**config.mk**
```make
export PLATFORM = sky130hd
export DESIGN_NAME = arsel_top
export DESIGN_NICKNAME = d
export VERILOG_FILES = /design/src/arsel_pkg.sv /design/src/arsel_top.sv
export SDC_FILE = /design/constraint.sdc
export NUM_CORES = 1
export LEC_CHECK = 0
export ABC_AREA = 1
export BUFFER_PORTS_ARGS = -buffer_cell sky130_fd_sc_hd__buf_2
export CAP_MARGIN = 10
export CORE_MARGIN = 10
export CORE_UTILIZATION = 49
export DETAILED_ROUTE_END_ITERATION = 8
export PLACE_DENSITY = 0.79
export SKIP_CTS_REPAIR_TIMING = 1
export SLEW_MARGIN = 20
export SYNTH_ARGS = -nofsm -noshare
export SYNTH_HDL_FRONTEND = slang
export SYNTH_SLANG_ARGS = --single-unit
```
**constraint.sdc**
```tcl
create_clock -name mclk -period 1.65 [get_ports mclk]
set_input_delay 0.165 -clock mclk [delete_from_list [all_inputs] [get_ports mclk]]
set_output_delay 0.165 -clock mclk [all_outputs]
set_load 0.01 [all_outputs]
```
**src/arsel_pkg.sv**
```systemverilog
// arsel_pkg: register map, field positions, reset values and timing for the converter control block
// assumes a 32-bit apb slave at 125 mhz; one register per aligned word
package arsel_pkg;

    // register byte addresses
    localparam logic [7:0] ADDR_RESULT_LOW   = 8'h00;
    localparam logic [7:0] ADDR_RESULT_HIGH  = 8'h04;
    localparam logic [7:0] ADDR_CONV_CONTROL = 8'h08;
    localparam logic [7:0] ADDR_SRC_CLK_CFG  = 8'h0C;

    // conv_control fields
    localparam int CTL_START_BIT  = 7;
    localparam int CTL_BUSY_BIT   = 6;
    localparam int CTL_ENABLE_BIT = 5;
    localparam int CTL_ALIGN_BIT  = 4;
    localparam int CTL_CHAN_LSB   = 0;

    // source_clock_config fields
    localparam int CFG_SRC_LSB = 5;
    localparam int CFG_REF_LSB = 3;
    localparam int CFG_CLK_LSB = 0;

    // reset values
    localparam logic [7:0] CTL_RESET = 8'h00;
    localparam logic [7:0] CFG_RESET = 8'h00;
    localparam logic [11:0] RESULT_RESET = 12'h000;

    // conversion time
    localparam int CLK_PERIOD_NS = 8;
    localparam int CONV_TIME_NS  = 112;
    localparam int CONV_CYCLES   = (CONV_TIME_NS + CLK_PERIOD_NS - 1) / CLK_PERIOD_NS;

    // converted-signal selection
    typedef enum logic [2:0] {
        ARSEL_SRC_EXT   = 3'b000,
        ARSEL_SRC_BG    = 3'b001,
        ARSEL_SRC_AMP   = 3'b010,
        ARSEL_SRC_AMP_B = 3'b011,
        ARSEL_SRC_VSS   = 3'b100
    } arsel_src_t;

    typedef enum logic [1:0] {
        ARSEL_IDLE  = 2'b00,
        ARSEL_ARMED = 2'b01,
        ARSEL_CONV  = 2'b10
    } arsel_state_t;

endpackage

```
**src/arsel_top.sv**
```systemverilog
// arsel_top: converter control, input select and result registers behind apb
// assumes the analog front end delivers a 12-bit sample on sample_data when sampled
`timescale 1ns/1ps
`default_nettype none

module arsel_top (
    // clock and reset
    input  wire logic        mclk,
    input  wire logic        rstn,
    input  wire logic        clk_en,
    // apb slave
    input  wire logic        psel,
    input  wire logic        penable,
    input  wire logic        pwrite,
    input  wire logic [7:0]  paddr,
    input  wire logic [31:0] pwdata,
    output logic             pready,
    output logic             pslverr,
    output logic [31:0]      prdata,
    // analog front end
    input  wire logic [11:0] sample_data,
    output logic             conv_active,
    output logic [12:0]      input_route_onehot,
    output logic [1:0]       reference_sel,
    output logic [2:0]       conv_clock_sel
);

    logic [7:0]  ctl_q;
    logic [7:0]  cfg_q;
    logic [11:0] result_q;
    logic        busy_q;
    logic [7:0]  cnt_q;
    logic [31:0] prdata_q;
    arsel_pkg::arsel_state_t state_q;

    logic        wr_en;
    logic        rd_en;
    logic        enabled;
    logic        start_bit;
    logic        align;
    logic [3:0]  chan;
    logic [2:0]  src;
    logic        done;
    logic [7:0]  busy_run_q;

    // route decode: bits 0..9 external pins, 10 bandgap, 11 amplifier, 12 negative supply
    function automatic logic [12:0] route_decode(input logic [2:0] s, input logic [3:0] c);
        logic [12:0] r;
        r = 13'h0000;
        case (arsel_pkg::arsel_src_t'(s))
            arsel_pkg::ARSEL_SRC_BG:    r[10] = 1'b1;
            arsel_pkg::ARSEL_SRC_AMP:   r[11] = 1'b1;
            arsel_pkg::ARSEL_SRC_AMP_B: r[11] = 1'b1; // both 01x codes map to amplifier output
            arsel_pkg::ARSEL_SRC_VSS:   r[12] = 1'b1;
            default:
            begin
                // channel seven and codes above nine stay unconnected (floating)
                if (c != 4'h7 && c <= 4'h9)
                    r[c] = 1'b1;
            end
        endcase
        return r;
    endfunction

    assign wr_en     = psel && penable && pwrite;
    assign rd_en     = psel && penable && !pwrite;
    assign enabled   = ctl_q[arsel_pkg::CTL_ENABLE_BIT];
    assign start_bit = ctl_q[arsel_pkg::CTL_START_BIT];
    assign align     = ctl_q[arsel_pkg::CTL_ALIGN_BIT];
    assign chan      = ctl_q[arsel_pkg::CTL_CHAN_LSB +: 4];
    assign src       = cfg_q[arsel_pkg::CFG_SRC_LSB +: 3];
    assign done      = (state_q == arsel_pkg::ARSEL_CONV) && (cnt_q == 8'h01);

    // zero-wait slave: every access completes in its first access cycle
    assign pready  = 1'b1;
    assign pslverr = 1'b0;
    assign prdata  = prdata_q;

    assign conv_active        = busy_q;
    assign input_route_onehot = route_decode(src, chan);
    assign reference_sel      = cfg_q[arsel_pkg::CFG_REF_LSB +: 2];
    assign conv_clock_sel     = cfg_q[arsel_pkg::CFG_CLK_LSB +: 3];

    // control register; busy bit is hardware-owned
    always_ff @(posedge mclk or negedge rstn)
    begin
        if (!rstn)
            ctl_q <= arsel_pkg::CTL_RESET;
        else if (clk_en && wr_en && paddr == arsel_pkg::ADDR_CONV_CONTROL)
            ctl_q <= pwdata[7:0] & 8'hBF;
    end

    always_ff @(posedge mclk or negedge rstn)
    begin
        if (!rstn)
            cfg_q <= arsel_pkg::CFG_RESET;
        else if (clk_en && wr_en && paddr == arsel_pkg::ADDR_SRC_CLK_CFG)
            cfg_q <= pwdata[7:0];
    end

    // start sequencer: arm on high, launch on fall
    always_ff @(posedge mclk or negedge rstn)
    begin
        if (!rstn)
        begin
            state_q <= arsel_pkg::ARSEL_IDLE;
            cnt_q   <= 8'h00;
            busy_q  <= 1'b0;
        end
        else if (clk_en)
        begin
            case (state_q)
                arsel_pkg::ARSEL_IDLE:
                begin
                    if (start_bit && enabled)
                        state_q <= arsel_pkg::ARSEL_ARMED;
                end
                arsel_pkg::ARSEL_ARMED:
                begin
                    if (!enabled)
                        state_q <= arsel_pkg::ARSEL_IDLE;
                    else if (!start_bit)
                    begin
                        state_q <= arsel_pkg::ARSEL_CONV;
                        cnt_q   <= 8'(arsel_pkg::CONV_CYCLES);
                        busy_q  <= 1'b1;
                    end
                end
                arsel_pkg::ARSEL_CONV:
                begin
                    // disabling aborts; result is then left untouched
                    if (!enabled || done)
                    begin
                        state_q <= arsel_pkg::ARSEL_IDLE;
                        busy_q  <= 1'b0;
                    end
                    else
                        cnt_q <= cnt_q - 8'h01;
                end
                default:
                begin
                    state_q <= arsel_pkg::ARSEL_IDLE;
                    busy_q  <= 1'b0;
                end
            endcase
        end
    end

    // result capture only while enabled
    always_ff @(posedge mclk or negedge rstn)
    begin
        if (!rstn)
            result_q <= arsel_pkg::RESULT_RESET;
        else if (clk_en && done && enabled)
            result_q <= sample_data;
    end

    // read mux
    always_ff @(posedge mclk or negedge rstn)
    begin
        if (!rstn)
            prdata_q <= 32'h0000_0000;
        else if (clk_en && psel && !penable && !pwrite)
        begin
            case (paddr)
                arsel_pkg::ADDR_RESULT_LOW:
                    prdata_q <= align ? {24'h00_0000, result_q[7:0]}
                                      : {24'h00_0000, result_q[3:0], 4'h0};
                arsel_pkg::ADDR_RESULT_HIGH:
                    prdata_q <= align ? {24'h00_0000, 4'h0, result_q[11:8]}
                                      : {24'h00_0000, result_q[11:4]};
                arsel_pkg::ADDR_CONV_CONTROL:
                    prdata_q <= {24'h00_0000, ctl_q[7], busy_q, ctl_q[5:0]};
                arsel_pkg::ADDR_SRC_CLK_CFG:
                    prdata_q <= {24'h00_0000, cfg_q};
                default:
                    prdata_q <= 32'h0000_0000;
            endcase
        end
    end

    // helper: cycles spent busy, too many for a repetition
    always_ff @(posedge mclk or negedge rstn)
    begin
        if (!rstn)
            busy_run_q <= 8'h00;
        else if (clk_en)
            busy_run_q <= busy_q ? busy_run_q + 8'h01 : 8'h00;
    end
endmodule

`default_nettype wire

```
* After elaboration in Yosys (flattened, before gate mapping)
Cells that the tools add are included.
** Word-level totals
- Input bits :: 58
- Flip-flop bits (word level) :: 70
- Word-level logic and storage cells :: 81
- Output and inout bits :: 53
** Cells by class
- Add/sub/neg operators :: 1
- Reductions and logical operators :: 29
- Multiplexer cells :: 23
- Eq/ne operators :: 17
- Bitwise logic cells :: 1
- Magnitude comparators :: 3
** Operators by type and width (count)
- $mux W8 :: 5
- $pmux W8 S4 :: 1
- $eq A8 B4 Y1 const B :: 2
- $pmux W8 S2 :: 1
- $logic_and A1 B1 Y1 :: 14
- $mux W13 :: 1
- $mux W10 :: 1
- $reduce_and A5 Y1 :: 2
- $eq A8 B1 Y1 const B :: 1
- $eq A8 B3 Y1 const B :: 1
- $logic_not A8 Y1 :: 1
- $mux W2 :: 4
- $ne A2 B2 Y1 const B :: 4
- $sub A8 B1 Y8 const B :: 1
- $eq A3 B2 Y1 const B :: 2
- $pmux W1 S2 :: 3
- $pmux W2 S3 :: 1
- $reduce_or A3 Y1 :: 2
- $lt A4 B5 Y1 const B :: 1
- $demux W1 S4 :: 1
- $ge A4 B1 Y1 const B :: 1
- $le A4 B4 Y1 const B :: 1
- $mux W1 :: 4
- $ne A4 B3 Y1 const B :: 1
- other kinds (15) :: 18

* Longest topological paths before layout
- Depth after elaboration :: 6
- Mapped depth :: 8
- Depth with buffers taken out :: 8

* Worst setup path before layout
OpenSTA, ideal clock, no wires.
- Kind :: reg-to-reg
- Start point :: register cnt_q[1]
- End point :: register result_q[9]
- Setup time :: 116 ps
- Cell stages (with the launch flop) :: 9
- Period minus slack after synthesis :: 1366 ps
- Path slack :: 284 ps
- Arrival :: 1249 ps
- Path buffers :: 1
- Cell sequence :: dfrtp_1 -> inv_1 -> ha_1 -> nand3_1 -> nor2_4 -> nand2_1 -> buf_2 -> nand2_1 -> nand2_1
** Between the ends
- Cells in the longest elaborated chain, start to end :: 4
** RTL lines
- start, declared :: RTL line arsel_top.sv:32 : logic [7:0] cnt_q;
- start signal, assigned :: RTL line arsel_top.sv:125 : cnt_q <= 8'(arsel_pkg::CONV_CYCLES);
- start signal, assigned :: RTL line arsel_top.sv:138 : cnt_q <= cnt_q - 8'h01;
- $eq A8 B1 Y1 :: RTL line arsel_top.sv:72 : assign done = (state_q == arsel_pkg::ARSEL_CONV) && (cnt_q == 8'h01);
- $logic_and A1 B1 Y1 :: RTL line arsel_top.sv:72
- $logic_and A1 B1 Y1 (2 in a row) :: RTL line arsel_top.sv:154 : else if (clk_en && done && enabled)
- end signal, assigned :: RTL line arsel_top.sv:153 : result_q <= arsel_pkg::RESULT_RESET;
- end signal, assigned :: RTL line arsel_top.sv:155 : result_q <= sample_data;
- end, declared :: RTL line arsel_top.sv:30 : logic [11:0] result_q;
Every way passes these cells.
A chain may end at the register's enable or synchronous reset.

* Worst setup path after layout
- Start point :: register cfg_q[7]
- End point :: output input_route_onehot[2]
** Between the ends
- Cells in the longest elaborated chain, start to end :: 3
** RTL lines
- start, declared :: RTL line arsel_top.sv:29 : logic [7:0] cfg_q;
- start signal, assigned :: RTL line arsel_top.sv:96 : cfg_q <= arsel_pkg::CFG_RESET;
- start signal, assigned :: RTL line arsel_top.sv:98 : cfg_q <= pwdata[7:0];
- $eq A3 B3 Y1 (tied with other cells) :: RTL line arsel_top.sv:50 : case (arsel_pkg::arsel_src_t'(s))
- $reduce_or A4 Y1 (no line) *
- $mux W10 * :: RTL line arsel_top.sv:50
- end, declared :: RTL line arsel_top.sv:23 : output logic [12:0] input_route_onehot,
Every way passes the cells marked *; elsewhere a longest branch is shown, timed or not.

==> flow_metrics.env <==
export IMPL_status="finished clean"
export IMPL_regArea_um2=1150
export IMPL_grt_max_degree=27
export IMPL_cts_sinks=46
export IMPL_drt_wl_total_mm=7.44
export IMPL_yosysWarnings=0
export IMPL_gr_total_overflow=0
export IMPL_synth_most_common_cell="nand2_1"
export IMPL_power_per_cell_area_nw_per_um2=1080
export IMPL_ys_flop_type="dfrtp_1"
export IMPL_grtUsageTotal=0.151
export IMPL_gp_congestion=0.876
export IMPL_num_vias=2727
export IMPL_synth_commonest_cells="134 x nand2_1, 57 x nand3_1, 46 x dfrtp_1, 42 x inv_1, 34 x buf_4"
export IMPL_synth_cell_type_count=27
export IMPL_synth_edf_count=0
export IMPL_insertion_delay_ns=0.31
export IMPL_area_growth_pct=15.0
export IMPL_slew_headroom=0.636
export IMPL_ys_async_sr_fraction=1.00
export IMPL_fillers=572
export IMPL_synth_area_um2=3040
export IMPL_drive_gt1_frac=0.243
export IMPL_die_w_um=98.8
export IMPL_fin_ws_ns=0.0904
export IMPL_h_tree_depth=2
export IMPL_dp_hpwl_mm=5.91
export IMPL_start_util=0.510
export IMPL_die_area_um2=9750
export IMPL_worstSetupEndpointType="output port"
export IMPL_critPathRequiredTime_ns=1.48
export IMPL_r2r_slack_ns=0.15
export IMPL_std_cell_rows=28
export IMPL_cts_buffer_depth=2
export IMPL_power_leakage_uw=0.00203
export IMPL_ys_ff_latch=46
export IMPL_synthCells=427
export IMPL_cts_tree="built"
export IMPL_multiInputGateArea_um2=1540
export IMPL_period_share=0.945
export IMPL_setup_viol=0
export IMPL_hold_viol=0
export IMPL_post_route_drc_count=0
export IMPL_maxSlewViolCount=0
export IMPL_wl_per_cell_um=13.2
export IMPL_maxCapViolCount=0
export IMPL_avgSynthCellArea_um2=7.12
export IMPL_synth_area_leaders="dfrtp_1 38%, nand2_1 17%, nand3_1 9.4%"
export IMPL_ys_seq_area_frac=0.379
export IMPL_worst_pin_slew_ns=0.546
export IMPL_num_nets_final=548
export IMPL_critPathArrivalTime_ns=1.39
export IMPL_yosysTopAreaCellShare=0.379
export IMPL_root_buffer="clkbuf_8"
export IMPL_drtPass1Iterations=4
export IMPL_skew_ns=0.0128
export IMPL_vias_per_cell=4.84
export IMPL_grt_pass1_wl_mm=12.5
export IMPL_dpl_worst_slack_ns=0.122
export IMPL_layout_min_cycle_time_ns=1.56
export IMPL_startpoint_type="register"
export IMPL_clkTransAtPathRegs_ns=0.09
export IMPL_cp_max_fo=3
export IMPL_fin_hold_ws_ns=0.0882
export IMPL_grt_pass1_vias=2604
export IMPL_hold_class="in2reg"
export IMPL_n_antenna_cell=0
export IMPL_coreArea_um2=5960
export IMPL_ant_nets=0
export IMPL_fp_dieH_um=98.8
export IMPL_ir_worst_vdd_v=0.000671
export IMPL_cts_buffers=5
export IMPL_io_buffers=59
export IMPL_max_freq_mhz=641
export IMPL_io_pin_count=111
export IMPL_first_iter_violations=167
export IMPL_rsz0062_at_grt="yes"
export IMPL_synth_area_leader_cell="dfrtp_1"
export IMPL_antenna_found_initial=0
export IMPL_critPathKind="reg2out"
[final timing paths]
kind	end	depth (start not counted)	from
setup / recovery	input_route_onehot[2]	7	cfg_q[7]
hold / removal	result_q[9]	3	sample_data[9]
setup reg to reg	cnt_q[6]	8	cnt_q[1]
hold reg to reg	prdata[5]	2	prdata[5]
max in group asynchronous	cfg_q[6]	3	rstn
min in group asynchronous	prdata[2]	2	rstn
[per-layer routing]
metal / routed length [um] / vias up / GRT usage
li1: - / 1401 / -
met4: 72 / 0 / 0.0331
met5: 0 / - / 0
met2: 3740 / 71 / 0.253
met3: 524 / 8 / 0.0468
met1: 3100 / 1247 / 0.185
[cells in the final DEF, fill, tap and decap left out, drive strengths merged]
cell         Yosys  routed
buf             41      69
clkbuf           0       6
dfrtp           46      46
nor4             1       1
ha               2       2
nor2            38      38
dlygate4sd3      0       1
nand3           57      57
nand4            2       2
conb             2      27
o21ai           25      25
a21oi           12      12
nor3             6       6
xnor2            1       1
inv             47      47
nand2          146     146
bufinv           0       2
or2              1       1
[through the flow]
step | total power, uW | setup TNS [ns] | area (um2) | utilization | std cells
floorplan | 2460 | 0 | 3130 | - | 452
global placement | 2680 | 0 | 3280 | 0.550 | 550
detailed placement | 2750 | 0 | 3280 | 0.550 | 550
CTS | 3800 | -0.0106 | 3420 | 0.574 | 558
global route | 4060 | -0.00791 | 3490 | 0.587 | 564
finish | 3790 | 0 | 3490 | 0.587 | 564
[sequential cells by signal (all words and copies together), names as in the netlist]
register,cells
result_q,12
cfg_q,8
cnt_q,8
prdata,8
ctl_q,7
state_q,2
conv_active,1
[cells by family after synthesis]
kind of cell               count (synthesis)  synth area share
AOI/OAI and AO/OA                         37            0.0671
and+or+nand+nor                          251             0.385
DFF                                       46             0.379
buffers and inverters                     88             0.156
adders and majority gates                  2           0.00823
other                                      2           0.00247
xor gates and xnor gates                   1           0.00288
[worst max-delay path: stages, from the launching register on]
cell     delay [ns]
dfrtp_1        0.37
inv_1          0.08
nand2_1        0.10
nand3_2        0.09
inv_2          0.09
nand2_1        0.08
nor3_1         0.13
buf_2          0.16
[cell type report]
class,count,area share
Clock inverter,2,0.0172
Multi-Input combinational cell,318,0.440
Inverter,47,0.0505
Sequential cell,46,0.330
Timing Repair Buffer,70,0.112
Tap cell,75,0.0269
Clock buffer,6,0.0236
[power breakdown]
part | total [uW] | internal, uW | leakage [uW] | switching (uW)
sequential | 1570 | 1350 | 0.000589 | 216
combinational | 1170 | 398 | 0.00137 | 774
clock | 1040 | 646 | 0.0000714 | 397
total | 3790 | 2400 | 0.00203 | 1390
Power figures use the tool's default switching activity.
